$ cat config.mk
export PLATFORM = sky130hd
export DESIGN_NAME = tbd_cmd_decoder
export DESIGN_NICKNAME = d
export VERILOG_FILES = /design/src/tbd_pkg.sv /design/src/tbd_cmd_if.sv /design/src/tbd_cmd_decode.sv /design/src/tbd_int_regs.sv /design/src/tbd_cmd_decoder.sv
export VERILOG_INCLUDE_DIRS = /design/src /design/src/src
export SDC_FILE = /design/constraint.sdc
export NUM_CORES = 1
export LEC_CHECK = 0
export BUFFER_PORTS_ARGS = -buffer_cell sky130_fd_sc_hd__buf_2
export CAP_MARGIN = 15
export CORE_UTILIZATION = 56
export DETAILED_ROUTE_END_ITERATION = 7
export GPL_TIMING_DRIVEN = 0
export PLACE_DENSITY = 0.8
export SLEW_MARGIN = 10
export SYNTH_ARGS = -nofsm -noshare
export SYNTH_HDL_FRONTEND = slang
export SYNTH_SLANG_ARGS = --single-unit
$ cat constraint.sdc
create_clock -name clk -period 5.9 [get_ports clk]
set_input_delay 1.18 -clock clk [delete_from_list [all_inputs] [get_ports clk]]
set_output_delay 1.18 -clock clk [all_outputs]
set_load 0.05 [all_outputs]
$ cat src/tbd_params.svh
// Field positions, register offsets and reset values for the transmit command decoder
`ifndef TBD_PARAMS_SVH
`define TBD_PARAMS_SVH

// First command word fields
`define TBD_A_IOC 31
`define TBD_A_ALIGN_HI 25
`define TBD_A_ALIGN_LO 24
`define TBD_A_OFF_HI 20
`define TBD_A_OFF_LO 16
`define TBD_A_FIRST 13
`define TBD_A_LAST 12
`define TBD_A_SIZE_HI 10
`define TBD_A_SIZE_LO 0

// Second command word packet length field
`define TBD_B_LEN_HI 10
`define TBD_B_LEN_LO 0

// End alignment codes
`define TBD_ALIGN_4 2'h0
`define TBD_ALIGN_16 2'h1
`define TBD_ALIGN_32 2'h2
`define TBD_ALIGN_RSVD 2'h3

// Register offsets
`define TBD_OFF_INTERRUPT_STATUS_REGISTER 8'h00
`define TBD_OFF_INT_MASK 8'h04
`define TBD_OFF_PKT_STAT 8'h08

// Interrupt status bit positions
`define TBD_STS_CMPL 0
`define TBD_STS_ERR 1
`define TBD_STS_W 2

// Reset values
`define TBD_STS_RST 2'h0
`define TBD_MASK_RST 2'h0

`endif

$ cat src/tbd_pkg.sv
// Types shared by the transmit command decoder modules
package tbd_pkg;

   typedef enum logic [1:0] {
      TBD_ST_CMD_A,
      TBD_ST_CMD_B,
      TBD_ST_DATA
   } tbd_state_t;

   typedef struct packed {
      logic completion_interrupt_request;
      logic [1:0] align;
      logic [4:0] offset;
      logic first;
      logic last;
      logic [10:0] size;
   } tbd_cmd_a_t;

endpackage : tbd_pkg

$ cat src/tbd_cmd_if.sv
// Interface between the sequencer and the first command word decoder
`timescale 1ns/1ps
interface tbd_cmd_if;
   logic [31:0] word;
   tbd_pkg::tbd_cmd_a_t cmd;
   logic [9:0] data_dw;
   logic [9:0] total_dw;
   logic bad_align;

   modport dec (
      input word,
      output cmd,
      output data_dw,
      output total_dw,
      output bad_align
   );

   modport user (
      output word,
      input cmd,
      input data_dw,
      input total_dw,
      input bad_align
   );
endinterface : tbd_cmd_if

$ cat src/tbd_cmd_decode.sv
// Combinational decode of the first command word into fields and DWORD counts
`timescale 1ns/1ps
`include "tbd_params.svh"
module tbd_cmd_decode (
   tbd_cmd_if.dec cif
);
   import tbd_pkg::*;

   logic [11:0] span;
   logic [9:0] dw;

   always_comb begin
      // Reserved bits are not looked at, host keeps them zero
      cif.cmd.completion_interrupt_request = cif.word[`TBD_A_IOC];
      cif.cmd.align = cif.word[`TBD_A_ALIGN_HI:`TBD_A_ALIGN_LO];
      cif.cmd.offset = cif.word[`TBD_A_OFF_HI:`TBD_A_OFF_LO];
      cif.cmd.first = cif.word[`TBD_A_FIRST];
      cif.cmd.last = cif.word[`TBD_A_LAST];
      cif.cmd.size = cif.word[`TBD_A_SIZE_HI:`TBD_A_SIZE_LO];
   end

   // Offset and size together cover every DWORD holding payload
   assign span = 12'(cif.cmd.offset) + 12'(cif.cmd.size) + 12'h003;
   assign dw = span[11:2];
   assign cif.data_dw = dw;
   assign cif.bad_align = (cif.cmd.align == `TBD_ALIGN_RSVD);

   // Round up to the alignment; reserved code falls back to 4-byte
   always_comb begin
      case (cif.cmd.align)
         `TBD_ALIGN_16: cif.total_dw = (dw + 10'h003) & 10'h3FC;
         `TBD_ALIGN_32: cif.total_dw = (dw + 10'h007) & 10'h3F8;
         default: cif.total_dw = dw;
      endcase
   end
endmodule : tbd_cmd_decode

$ cat src/tbd_int_regs.sv
// Sticky interrupt status with write-one-to-clear and mask gating
`timescale 1ns/1ps
`include "tbd_params.svh"
module tbd_int_regs (
   input wire logic clk,
   input wire logic rst,
   input wire logic [`TBD_STS_W-1:0] set_evt,
   input wire logic [`TBD_STS_W-1:0] clr_w1c,
   input wire logic mask_we,
   input wire logic [`TBD_STS_W-1:0] mask_wdata,
   output logic [`TBD_STS_W-1:0] sts_r,
   output logic [`TBD_STS_W-1:0] mask_r,
   output logic irq_r
);
   import tbd_pkg::*;

   // Set wins over a clear landing in the same cycle
   always_ff @(posedge clk or posedge rst) begin
      if (rst) begin
         sts_r <= `TBD_STS_RST;
      end else begin
         sts_r <= (sts_r & ~clr_w1c) | set_evt;
      end
   end

   always_ff @(posedge clk or posedge rst) begin
      if (rst) begin
         mask_r <= `TBD_MASK_RST;
      end else if (mask_we) begin
         mask_r <= mask_wdata;
      end
   end

   always_ff @(posedge clk or posedge rst) begin
      if (rst) begin
         irq_r <= 1'b0;
      end else begin
         irq_r <= |(((sts_r & ~clr_w1c) | set_evt) & (mask_we ? mask_wdata : mask_r));
      end
   end
endmodule : tbd_int_regs

$ cat src/tbd_cmd_decoder.sv
// Transmit buffer command decoder: strips padding, disables offset lanes, checks lengths
//
// The implementer's own choices: the register addresses and the strobed register port.
`timescale 1ns/1ps
`include "tbd_params.svh"

module tbd_cmd_decoder (
   input wire logic clk,
   input wire logic rst,
   input wire logic wr_valid,
   input wire logic [31:0] wr_data,
   output logic out_valid,
   output logic [31:0] out_data,
   output logic [3:0] out_be,
   output logic out_last,
   input wire logic [7:0] reg_addr,
   input wire logic [31:0] reg_wdata,
   input wire logic reg_wr,
   input wire logic reg_rd,
   output logic [31:0] reg_rdata,
   output logic irq
);
   import tbd_pkg::*;

   // Byte lane mask of one DWORD at byte position pos
   function automatic logic [3:0] tbd_lane_mask(input logic [11:0] pos,
                                                input logic [4:0] off,
                                                input logic [10:0] size);
      logic [3:0] m;
      logic [12:0] p;
      logic [12:0] lo;
      logic [12:0] hi;
      m = 4'h0;
      lo = 13'(off);
      hi = 13'(off) + 13'(size);
      for (int l = 0; l < 4; l++) begin
         p = 13'(pos) + 13'(l);
         m[l] = (p >= lo) && (p < hi);
      end
      return m;
   endfunction : tbd_lane_mask

   tbd_cmd_if cif ();

   tbd_state_t state_r;
   tbd_cmd_a_t cmd_r;
   logic [9:0] data_dw_r;
   logic [9:0] total_dw_r;
   logic [9:0] dw_cnt_r;
   logic [11:0] pkt_sum_r;
   logic [11:0] pkt_sum_nxt;
   logic [10:0] pkt_len_r;
   logic [10:0] len_in;
   logic done_r;
   logic finish;
   logic len_mismatch;
   logic [`TBD_STS_W-1:0] set_evt;
   logic [`TBD_STS_W-1:0] clr_w1c;
   logic [`TBD_STS_W-1:0] sts_r;
   logic [`TBD_STS_W-1:0] mask_r;
   logic irq_r;

   assign cif.word = wr_data;

   tbd_cmd_decode u_dec (
      .cif(cif)
   );

   assign len_in = wr_data[`TBD_B_LEN_HI:`TBD_B_LEN_LO];
   assign pkt_sum_nxt = cmd_r.first ? 12'(cmd_r.size) : pkt_sum_r + 12'(cmd_r.size);

   // Buffer ends on its last DWORD, or right after the second word if empty
   always_comb begin
      finish = 1'b0;
      if (wr_valid) begin
         if (state_r == TBD_ST_CMD_B) begin
            finish = (total_dw_r == 10'h000);
         end else if (state_r == TBD_ST_DATA) begin
            finish = (dw_cnt_r == total_dw_r - 10'h001);
         end
      end
   end

   // Command word, command word, payload; no other order is decoded
   always_ff @(posedge clk or posedge rst) begin
      if (rst) begin
         state_r <= TBD_ST_CMD_A;
      end else if (wr_valid) begin
         case (state_r)
            TBD_ST_CMD_A: state_r <= TBD_ST_CMD_B;
            TBD_ST_CMD_B: state_r <= finish ? TBD_ST_CMD_A : TBD_ST_DATA;
            TBD_ST_DATA: state_r <= finish ? TBD_ST_CMD_A : TBD_ST_DATA;
            default: state_r <= TBD_ST_CMD_A;
         endcase
      end
   end

   always_ff @(posedge clk or posedge rst) begin
      if (rst) begin
         cmd_r <= '0;
         data_dw_r <= 10'h000;
         total_dw_r <= 10'h000;
      end else if (wr_valid && state_r == TBD_ST_CMD_A) begin
         cmd_r <= cif.cmd;
         data_dw_r <= cif.data_dw;
         total_dw_r <= cif.total_dw;
      end
   end

   always_ff @(posedge clk or posedge rst) begin
      if (rst) begin
         dw_cnt_r <= 10'h000;
      end else if (wr_valid && state_r == TBD_ST_CMD_B) begin
         dw_cnt_r <= 10'h000;
      end else if (wr_valid && state_r == TBD_ST_DATA) begin
         dw_cnt_r <= dw_cnt_r + 10'h001;
      end
   end

   // Packet length is taken from the first segment; later segments must repeat it
   always_ff @(posedge clk or posedge rst) begin
      if (rst) begin
         pkt_sum_r <= 12'h000;
         pkt_len_r <= 11'h000;
      end else if (wr_valid && state_r == TBD_ST_CMD_B) begin
         pkt_sum_r <= pkt_sum_nxt;
         if (cmd_r.first) begin
            pkt_len_r <= len_in;
         end
      end
   end

   always_ff @(posedge clk or posedge rst) begin
      if (rst) begin
         done_r <= 1'b0;
      end else begin
         done_r <= finish;
      end
   end

   assign len_mismatch = pkt_sum_r != 12'(pkt_len_r);

   // Events; completion and packet length checked one cycle after the buffer completes, alignment and segment length on their own words
   always_comb begin
      set_evt = '0;
      set_evt[`TBD_STS_CMPL] = done_r && cmd_r.completion_interrupt_request;
      set_evt[`TBD_STS_ERR] = (wr_valid && state_r == TBD_ST_CMD_A && cif.bad_align)
         || (wr_valid && state_r == TBD_ST_CMD_B && !cmd_r.first && len_in != pkt_len_r)
         || (done_r && cmd_r.last && len_mismatch);
   end

   // Only DWORDs up to the last payload DWORD pass; lanes outside offset and size are disabled
   always_ff @(posedge clk or posedge rst) begin
      if (rst) begin
         out_valid <= 1'b0;
         out_data <= 32'h00000000;
         out_be <= 4'h0;
         out_last <= 1'b0;
      end else begin
         out_valid <= wr_valid && state_r == TBD_ST_DATA && dw_cnt_r < data_dw_r;
         out_data <= wr_data;
         out_be <= tbd_lane_mask({dw_cnt_r, 2'b00}, cmd_r.offset, cmd_r.size);
         out_last <= wr_valid && state_r == TBD_ST_DATA && cmd_r.last
            && dw_cnt_r == data_dw_r - 10'h001;
      end
   end

   // Register bus
   assign clr_w1c = (reg_wr && reg_addr == `TBD_OFF_INTERRUPT_STATUS_REGISTER) ? reg_wdata[`TBD_STS_W-1:0] : '0;

   tbd_int_regs u_int (
      .clk(clk),
      .rst(rst),
      .set_evt(set_evt),
      .clr_w1c(clr_w1c),
      .mask_we(reg_wr && reg_addr == `TBD_OFF_INT_MASK),
      .mask_wdata(reg_wdata[`TBD_STS_W-1:0]),
      .sts_r(sts_r),
      .mask_r(mask_r),
      .irq_r(irq_r)
   );

   assign irq = irq_r;

   // Read data valid only in the cycle after the strobe; unmapped reads zero
   always_ff @(posedge clk or posedge rst) begin
      if (rst) begin
         reg_rdata <= 32'h00000000;
      end else if (reg_rd) begin
         case (reg_addr)
            `TBD_OFF_INTERRUPT_STATUS_REGISTER: reg_rdata <= 32'(sts_r);
            `TBD_OFF_INT_MASK: reg_rdata <= 32'(mask_r);
            `TBD_OFF_PKT_STAT: reg_rdata <= {5'h00, pkt_len_r, 4'h0, pkt_sum_r};
            default: reg_rdata <= 32'h00000000;
         endcase
      end else begin
         reg_rdata <= 32'h00000000;
      end
   end

   // Checks
   a_cmd_order: assert property (@(posedge clk) disable iff (rst)
      wr_valid && state_r == TBD_ST_CMD_A |=> state_r == TBD_ST_CMD_B)
      else $error("second command word not expected after first");

   a_ioc_flag_set: assert property (@(posedge clk) disable iff (rst)
      done_r && cmd_r.completion_interrupt_request |=> sts_r[`TBD_STS_CMPL])
      else $error("completion flag not set after buffer load");

   a_pad_dropped: assert property (@(posedge clk) disable iff (rst)
      wr_valid && state_r == TBD_ST_DATA && dw_cnt_r >= data_dw_r |=> !out_valid)
      else $error("padding DWORD reached output");

   a_offset_lane: assert property (@(posedge clk) disable iff (rst)
      wr_valid && state_r == TBD_ST_DATA && dw_cnt_r == 10'h000
      && cmd_r.offset == 5'h02 && cmd_r.size != 11'h000
      |=> (out_be == 4'hC || (cmd_r.size == 11'h001 && out_be == 4'h4)))
      else $error("first lane does not follow start offset");

   a_rsvd_align_err: assert property (@(posedge clk) disable iff (rst)
      wr_valid && state_r == TBD_ST_CMD_A && wr_data[25:24] == 2'h3
      |=> sts_r[`TBD_STS_ERR])
      else $error("reserved alignment code not flagged");

   a_align_round: assert property (@(posedge clk) disable iff (rst)
      state_r == TBD_ST_CMD_B && cmd_r.align == 2'h2 |-> total_dw_r[2:0] == 3'h0
      && total_dw_r >= data_dw_r && total_dw_r < data_dw_r + 10'h008)
      else $error("32-byte alignment count wrong");

   a_len_check: assert property (@(posedge clk) disable iff (rst)
      done_r && cmd_r.last && pkt_sum_r != 12'(pkt_len_r) |=> sts_r[`TBD_STS_ERR])
      else $error("packet length mismatch not flagged");

   a_first_sum: assert property (@(posedge clk) disable iff (rst)
      wr_valid && state_r == TBD_ST_CMD_B && cmd_r.first
      |=> pkt_sum_r == 12'($past(cmd_r.size)) && pkt_len_r == $past(len_in))
      else $error("first segment did not restart the packet sum");

   a_last_marker: assert property (@(posedge clk) disable iff (rst)
      out_last |-> out_valid && cmd_r.last)
      else $error("packet end marker outside last segment");

   // Level output tracks status and mask in the same cycle
   a_irq_level: assert property (@(posedge clk) disable iff (rst)
      irq == |(sts_r & mask_r))
      else $error("interrupt level disagrees with status and mask");

   a_empty_buf_done: assert property (@(posedge clk) disable iff (rst)
      wr_valid && state_r == TBD_ST_CMD_B && total_dw_r == 10'h000 |=> state_r == TBD_ST_CMD_A)
      else $error("empty buffer did not complete after second word");

   a_align16_round: assert property (@(posedge clk) disable iff (rst)
      state_r == TBD_ST_CMD_B && cmd_r.align == 2'h1 |-> total_dw_r[1:0] == 2'h0
      && total_dw_r >= data_dw_r && total_dw_r < data_dw_r + 10'h004)
      else $error("16-byte alignment count wrong");

   a_seg_len_err: assert property (@(posedge clk) disable iff (rst)
      wr_valid && state_r == TBD_ST_CMD_B && !cmd_r.first && len_in != pkt_len_r
      |=> sts_r[`TBD_STS_ERR])
      else $error("segment packet length change not flagged");

   // Read data must not linger past its one cycle
   a_rdata_idle: assert property (@(posedge clk) disable iff (rst)
      !reg_rd |=> reg_rdata == 32'h00000000)
      else $error("read data stood outside its cycle");

   c_ioc_irq: cover property (@(posedge clk) disable iff (rst)
      done_r && cmd_r.completion_interrupt_request ##[1:2] irq);

   c_multi_seg: cover property (@(posedge clk) disable iff (rst)
      done_r && !cmd_r.last ##[1:100] done_r && cmd_r.last && !len_mismatch);

   c_pad_strip: cover property (@(posedge clk) disable iff (rst)
      wr_valid && state_r == TBD_ST_DATA && dw_cnt_r >= data_dw_r);

endmodule : tbd_cmd_decoder

==> summary.md, run 1 <==
| Metric | Value |
|---|---|
| CTS buffer count | 17 |
| Worst-path clk slew | 60 ps |
| Initial core utilization | 0.578 |
| Mapped cell area | a little over 8000 sq um |
| Layout cells sized above 1 | 0.184 |
| I/O Buffers | 108 |
| Power Density | approximately 470 nW/um^2 |
| Largest cells by area after synthesis | dfrtp_1 44%, ha_1 9.3%, nand2_1 5.0%, xnor2_1 4.2%, o21ai_0 3.5% |
| Die H | 122 um |
| Worst-path cell chain | buf_2 > inv_1 > ha_1 > o21ba_2 > fa_1 > a211oi_1 > nor2_1 > xnor2_1 > nand3_1 > a21o_1 > mux2i_1 > a22o_1 > o22a_1 |
| # IOs | 148 |
| Core footprint | 13900 sq um |
| Worst Max-Slew Pin Slew | 644 ps |
| Max Cap Viol | 0 |
| Vias | 6657 |
| Cell with the most instances after synthesis | dfrtp_1 |
| Fmax | about 240 MHz |
| GRT overflow | 0 |
| Largest net degree at the start of global routing | between 90 and 100 |
| Lkg Pwr | 0.00458 uW |
| Gate Count Post-Synth | between 800 and 900 |
| Die ar. | 14900 sq um |
| Post-synthesis register bit count | 141 |
| Tightest Hold Check Type | flop to flop |
| Final hold vios | 0 |
| Cell accounting for the most synthesized area | dfrtp_1 |
| CP required | 6220 ps |
| Synth top area share | 0.438 |
| Top_reg_cell synth | dfrtp_1 |
| Total clock sinks | 141 |
| Final Cycle Share | 0.720 |
| N_diodes | 0 |
| Final instance area | 9450 sq um |
| Placer Congestion | between 0.9 and 1 |
| Die width | between 100 and 150 um |
| Pwr Total | 4490 uW |
| Count of unique library cells instantiated by Yosys | 67 |
| Setup TNS | 0 ps |
| Antenna viol nets, final | 0 |
| Warnings from Yosys | 0 |
| Synth Area per Inst | 9.62 sq um |
| Startpoint types | input pin |
| Drt initial violations | 463 |
| H-tree depth | 4 |
| Rows | 43 |
| Worst ir drop on vdd | between 0.2 and 0.25 mV |
| Fillcell total | 1122 |
| Final setup violation count | 0 |
| CTS tree | built |
| Length of the first detailed-routing pass in iterations | 5 |
| # DRC | 0 |
| Cell Area, Placed | 8880 sq um |
| Nets | 1113 |
| Multi-input logic area | about 4200 sq um |
| Post-synthesis sequential area ratio | 0.438 |
| Clock skew | 7.23 ps |
| Fin crit period | ~4200 ps |
| Hpwl dp | 14600 um |
| Ys async rst share | 1.00 |
| GRT Overall Usage | 0.286 |
| Post-cts gate resize count | 0 |
| Crit. End Element | flop |
| Status | finished, final reports clean |
| Reg area | 3530 sq um |
| WL final | about 20000 um |
| Clock root cell | clkbuf_16 |
| Crit-path max FO | 6 |
| CP Class | input pin to flop |
| Avg WL per Cell | 16.9 um |
| Clock latency on the worst-skew pair | roughly 440 ps |
| Final slew viol count | 0 |
| Crit path largest cell delay | 490 ps |
| Post-synth EDFFs | 0 |
| Area growth syn-to-layout | 17.4% |
| Normalized max-slew margin | 0.568 |
| First-pass GRT wire length | approximately 32000 um |
| Initial antenna violation count | 0 |
| Worst hold margin | between 500 and 600 ps |
| Postcts setup bufs | 0 |
| Routed vias/inst | about 5.7 |
| Post-synth top cells | 141 x dfrtp_1, 108 x nand2_1, 60 x ha_1 |
| RSZ-0062 raised after global routing | no |
| Vias in the first global route | 6294 |
| Post-CTS Hold Fix Bufs | 0 |
| CP arrival | 4570 ps |
| CTS Buffer Depth | 2 |
| CP max-delay cell | xnor2_1 |
[cells in the final DEF (no fill, tap or decap), types with 17 or more instances in the layout]
master / instances
xor2_1: 31
dfrtp_1: 141
nor3_1: 18
inv_1: 40
a21oi_1: 40
clkbuf_16: 17
clkbuf_1: 27
nor2_1: 52
xnor2_1: 39
and2_1: 27
ha_1: 60
buf_2: 110
nand2_1: 108
nand3_1: 20
o21ai_0: 56
[metal layers]
layer,vias up,global-route usage,share of wire
met1,3213,0.386,0.44
met3,37,0.0641,0.068
li1,3167,-,-
met2,240,0.455,0.47
met5,-,0,0
met4,0,0.0972,0.022
[cell families (layout without fill, tap and decap cells)]
logic type | after synthesis | count (layout) | share of synthesized area
simple gates | 288 | 288 | 0.173
buf+inv | 79 | 220 | 0.0413
other cells | 1 | 9 | 0.000466
xor+xnor | 71 | 71 | 0.0782
fa+ha+maj | 63 | 63 | 0.101
compound gates | 174 | 174 | 0.141
flops | 141 | 141 | 0.438
mux | 20 | 20 | 0.0270
[final timing paths]
check / startpoint / endpoint / slack, ps / cells after the start
setup / recovery: wr_data[1] / total_dw_r[6] / 1650 / 13
hold / removal: u_int.mask_r[0] / u_int.mask_r[0] / 530 / 1
setup reg to reg: cmd_r[13] / out_be[2] / 2440 / 18
hold reg to reg: u_int.mask_r[0] / u_int.mask_r[0] / 530 / 1
max in group asynchronous: rst / total_dw_r[7] / 4330 / 3
min in group asynchronous: rst / out_data[14] / 770 / 2
[final cells by class]
class / count / share of cell area
clock buffers: 17 / 0.0450
multi-input cells: 625 / 0.446
repair buffers: 109 / 0.0601
plain buffers: 38 / 0.0189
well taps: 180 / 0.0238
flip-flops and latches: 141 / 0.373
clock inverters: 15 / 0.0156
inverters: 41 / 0.0168
[critical path, delay by kind of cell]
family,cells,cell delay (ps)
AO/OA/AOI/OAI,5,1340
adder cells (fa/ha/maj),2,710
AND/OR/NAND/NOR,2,510
XOR/XNOR,1,490
buffers and inverters,2,210
multiplexers,1,120
[flip-flops by register name, indices dropped and copies added (netlist names)]
name          count
cmd_r            19
data_dw_r        10
done_r            1
dw_cnt_r         10
out_be            4
out_data         32
out_last          1
out_valid         1
pkt_len_r        11
pkt_sum_r        12
reg_rdata        23
state_r           2
total_dw_r       10
u_int.irq_r       1
u_int.mask_r      2
u_int.sts_r       2
[through the flow]
step                      worst slack (ps)  utilization  cells
after floorplan                        939            -    845
after global placement                -553        0.635   1133
after detailed placement              1410        0.637   1134
after CTS                             1740        0.678   1166
after global routing                  1480        0.678   1166
final                                 1650        0.678   1166
[power breakdown]
| group | internal (uW) | leakage, uW | switching, uW |
|---|---|---|---|
| clock | 561 | 0.000274 | 477 |
| combinational | 802 | 0.00253 | 1100 |
| sequential | 1210 | 0.00178 | 342 |
Note: power is estimated with default switching activity, not from simulation.
==> run 2, diff against run 1 <==
clock period = 4.25 ns   (was 5.9 ns; I/O delays follow)
==> summary.md, run 2 (synthesis gave the netlist of run 1 again) <==
| Metric | Value |
|---|---|
| Status | finished, final reports clean |
| CTS buffer count | 17 |
| Clock root cell | clkbuf_16 |
| WL met1 | roughly 8500 um |
| # DRC | 0 |
| Post-CTS Hold Fix Bufs | 0 |
| Post-route insts no fill | 1167 |
| Worst-path clk slew | 60 ps |
| CP arrival | 4060 ps |
| RSZ-0062 raised after global routing | no |
| Final setup violation count | 0 |
| Worst Max-Slew Pin Slew | 626 ps |
| Tightest Hold Check Type | input pin to asynchronous set/reset pin |
| Met3 routed WL | 1370 um |
| Final hold vios | 0 |
| Total clock sinks | around 140 |
| Power Density | 667 nW/um^2 |
| Fillcell total | between 1000 and 1500 |
| Initial core utilization | 0.578 |
| Fin crit period | 3750 ps |
| Lkg Pwr | approximately 0.0046 uW |
| Max Cap Viol | 0 |
| N_diodes | 0 |
| Layout cells sized above 1 | 0.183 |
| Crit-path max FO | 6 |
| Area growth syn-to-layout | 18.7% |
| Final slew viol count | 0 |
| Setup TNS | 0 ps |
| Clock latency on the worst-skew pair | 430 ps |
| Antenna viol nets, final | 0 |
| Crit. End Element | flop |
| Placed Cells | around 1100 |
| GRT Overall Usage | 0.292 |
| Commonest cells after routing, fill and taps aside | 141 x dfrtp_1, 110 x buf_2, 108 x nand2_1 |
| CTS Buffer Depth | 2 |
| Final core utilization | 0.686 |
| GRT overflow | 0 |
| Postcts setup bufs | 0 |
| Hpwl dp | ~15000 um |
| Biggest regs | out_data: 32 flops, reg_rdata: 23 flops, cmd_r: 19 flops |
| I/O Buffers | approximately 110 |
| First-pass GRT wire length | 32500 um |
| Routed vias/inst | 5.77 |
| Die H | 122 um |
| CP Class | input pin to flop |
| Vias | 6737 |
| Metal2 WL | roughly 9500 um |
| Normalized max-slew margin | 0.580 |
| Max reg flops | 32 |
| Rows | 43 |
| Initial antenna violation count | 0 |
| Drt initial violations | 520 |
| Worst ir drop on vdd | 0.375 mV |
| Fmax | 267 MHz |
| CTS tree | built |
| Placer Congestion | 0.958 |
| Largest net degree at the start of global routing | 38 |
| CP required | 4570 ps |
| Commonest non-fill, non-tap cell in the layout | dfrtp_1 |
| Pwr Total | around 6400 uW |
| Highest routed layer | met4 |
| Final Cycle Share | 0.881 |
| Largest reg by FF count | out_data |
| WL final | between 15000 and 20000 um |
| Core footprint | 13900 sq um |
| Nets | 1116 |
| Clock skew | 8.03 ps |
| H-tree depth | 4 |
| Length of the first detailed-routing pass in iterations | 6 |
| Die width | between 100 and 150 um |
| Startpoint types | input pin |
| Flop2flop setup slack | 780 ps |
| # IOs | 148 |
| Post-cts gate resize count | 0 |
| Vias in the first global route | 6524 |
| Die ar. | 14900 sq um |
| Avg WL per Cell | around 17 um |
run 2: cell type report:
cell class | instances | area, sq um | area share
Multi-Input combinational cell | 625 | 4220 | 0.442
Sequential cell | 141 | 3530 | 0.369
Timing Repair Buffer | 112 | 628 | 0.0657
Clock buffer | 18 | 429 | 0.0449
Tap cell | 180 | 225 | 0.0236
Clock inverter | 12 | 189 | 0.0198
Buffer | 38 | 179 | 0.0187
Inverter | 41 | 158 | 0.0165
run 2: layer usage:
metal	vias up	track usage
met1	3229	0.377
met3	53	0.0660
met2	275	0.472
li1	3180	-
met4	0	0.121
met5	-	0
run 2: critical path, cell delays in order:
cell	delay [ps]
buf_2	140
inv_1	60
ha_1	260
o21ba_2	200
fa_1	430
a211oi_1	390
nor2_1	160
xnor2_1	450
nand3_1	310
a21o_1	260
mux2i_1	120
a22o_1	260
o22a_1	160
run 2: worst paths after layout:
kind,from,endpoint,cells after the start
max,wr_data[1],total_dw_r[6],13
min,rst,reg_rdata[4],2
max reg2reg,cmd_r[13],out_be[2],18
min reg2reg,u_int.mask_r[0],u_int.mask_r[0],1
max in group asynchronous,rst,data_dw_r[4],4
min in group clk,u_int.mask_r[0],u_int.mask_r[0],1
run 2: power by group:
part	switching [uW]	leakage (uW)	total, uW	internal, uW
registers	478	0.00178	2150	1670
clock network	586	0.000297	1570	983
logic	1530	0.00255	2650	1120
run 2: stage by stage:
step | worst slack (ps) | cell area (sq um) | hold WS, ps
6_report | 504 | 9560 | 384
4_1_cts | 544 | 9560 | 388
2_1_floorplan | 692 | 8090 | 446
5_1_grt | 336 | 9560 | 403
3_5_place_dp | 116 | 8940 | 514
3_3_place_gp | 163 | 8850 | 513
==> run 3, diff against run 2 <==
PLACE_DENSITY = unset   (was 0.8)
PLACE_DENSITY_LB_ADDON = 0.08   (was unset)
==> summary.md, run 3 (synthesis gave the netlist of run 1 again) <==
| Metric | Value |
|---|---|
| CP max-delay cell | xnor2_1 |
| # DRC | 0 |
| Status | finished, final reports clean |
| Worst min-delay path startpoint | cmd_r[20] |
| GRT overflow | 0 |
| Worst Max-Slew Pin Slew | slightly below 700 ps |
| Largest reg by FF count | out_data |
| Lkg Pwr | 0.00459 uW |
| R2R depth | 18 |
| CTS buffer count | 17 |
| Hpwl dp | 14900 um |
| Placer Congestion | 0.905 |
| CP Class | input pin to flop |
| Nets | about 1100 |
| Dpl ws | 149 ps |
| Final Cycle Share | 0.868 |
| Routed vias/inst | roughly 5.6 |
| CTS Buffer Depth | 2 |
| Initial core utilization | 0.578 |
| Fillcell total | 1120 |
| Crit-path max FO | 6 |
| Tightest Hold Check Type | flop to flop |
| Normalized max-slew margin | 0.544 |
| Max reg flops | 32 |
| Antenna viol nets, final | 0 |
| N_diodes | 0 |
| Hold Path Stages | 2 |
| Rows | 43 |
| Startpoint types | input pin |
| Crit. End Element | flop |
| Drt initial violations | about 470 |
| Postcts setup bufs | 0 |
| Switching Share | 0.413 |
| Worst Hold Endpoint | cmd_r[20] |
| Post-CTS Hold Fix Bufs | 0 |
| First-pass GRT wire length | roughly 32000 um |
| Biggest regs | out_data: 32 flops, reg_rdata: 23 flops, cmd_r: 19 flops |
| I/O Buffers | 108 |
| Commonest cells after routing, fill and taps aside | 141 x dfrtp_1, 110 x buf_2, 108 x nand2_1 |
| Switching Power | ~2600 uW |
| P_int | approximately 3600 uW |
| Vias in the first global route | 6230 |
| CTS tree | built |
| Sequential power share | 0.345 |
| Die H | approximately 120 um |
| Vias | 6590 |
| Clock latency on the worst-skew pair | 420 ps |
| Comb power frac | 0.424 |
| Final worst slack | between 500 and 600 ps |
| WL final | 19600 um |
| Clock root cell | clkbuf_16 |
| Clk pwr share | 0.231 |
| Clock skew | 6.88 ps |
| Avg WL per Cell | 16.8 um |
| CP required | 4560 ps |
| Initial antenna violation count | 0 |
| Crit path largest cell delay | roughly 440 ps |
| Final slew viol count | 0 |
| Die width | 122 um |
| Reg-to-Reg End | out_be[2] |
| Die ar. | 14900 sq um |
| Area growth syn-to-layout | 17.7% |
| # IOs | about 150 |
| Fin crit period | about 3700 ps |
| Final hold vios | 0 |
| Final setup violation count | 0 |
| Fmax | about 270 MHz |
| Length of the first detailed-routing pass in iterations | 5 |
| Max Cap Viol | 0 |
| Setup TNS | 0 ps |
| CP arrival | 4000 ps |
| Worst ir drop on vdd | 0.319 mV |
| Largest net degree at the start of global routing | 40 |
| Layout cells sized above 1 | 0.183 |
| CP Buf/Inv Count | 2 |
| Worst-path cell chain | buf_2 > inv_1 > ha_1 > o21ba_2 > fa_1 > a211oi_1 > nor2_1 > xnor2_1 > nand3_1 > a21o_1 > mux2i_1 > a22o_1 > o22a_1 |
| GRT Overall Usage | 0.285 |
| Commonest non-fill, non-tap cell in the layout | dfrtp_1 |
| RSZ-0062 raised after global routing | no |
| Critical R2R Launch | cmd_r[13] |
| Flop2flop setup slack | 720 ps |
| Core footprint | 13900 sq um |
| H-tree depth | 4 |
| Crit path max-delay family | compound AO/OA/AOI/OAI gates |
| Post-cts gate resize count | 0 |
| Total clock sinks | 141 |
| Power Density | about 650 nW/um^2 |
| Worst-path clk slew | 60 ps |
[run 3: changes by cell type in the layout (fill, tap and decap cells not counted)]
cell	delta
bufinv_16	-3
clkbuf_8	+2
clkinv_2	+2
buf_16	-1
clkinv_4	-1
clkinvlp_4	+1
inv_6	-1
inv_8	+1
[run 3: stage by stage]
step                hold slack (ps)  power [uW]  instances  instance area (sq um)  utilization
floorplan                       446        4050        845                   8090            -
CTS                             499        6180       1167                   9480        0.680
finish                          496        6180       1167                   9480        0.680
detailed placement              487        4730       1136                   8910        0.639
global placement                472        4630       1133                   8850        0.635
global route                    517        6620       1167                   9480        0.680
[run 3: worst max-delay path by stage]
| stage | from | end | slack [ps] | cells after the start |
|---|---|---|---|---|
| after floorplan | wr_data[1] | total_dw_r[6] | 690 | 12 |
| after global placement | wr_data[1] | total_dw_r[6] | 200 | 13 |
| after detailed placement | wr_data[1] | total_dw_r[6] | 150 | 13 |
| after CTS | wr_data[1] | total_dw_r[6] | 580 | 13 |
| after global routing | wr_data[1] | total_dw_r[4] | 320 | 12 |
| final | wr_data[1] | total_dw_r[6] | 560 | 13 |
[run 3: layer usage]
metal	vias to the layer above	wire, um	GRT usage
met2	221	9110	0.449
met5	-	0	0
li1	3158	-	-
met3	35	1120	0.0501
met1	3176	8960	0.392
met4	0	411	0.110
[run 3: area by class of cell]
class                   instances  area, sq um  area share
plain buffers                  38          179      0.0189
clock buffers                  20          457      0.0482
clock inverters                11          110      0.0116
inverters                      41          158      0.0166
multi-input cells             625         4220       0.445
flip-flops and latches        141         3530       0.372
well taps                     180          225      0.0238
repair buffers                111          601      0.0634
[run 3: worst min-delay path: stages (launching register included)]
cell,delay (ps)
dfrtp_1,350
nand2_1,50
nand2_1,60
[run 3: power groups by stage]
stage | logic (uW) | registers (uW) | clock network, uW
floorplan | 1960 | 2090 | 0
global placement | 2500 | 2130 | 0
detailed placement | 2590 | 2140 | 0
CTS | 2610 | 2120 | 1450
global route | 2950 | 2170 | 1510
finish | 2620 | 2130 | 1430
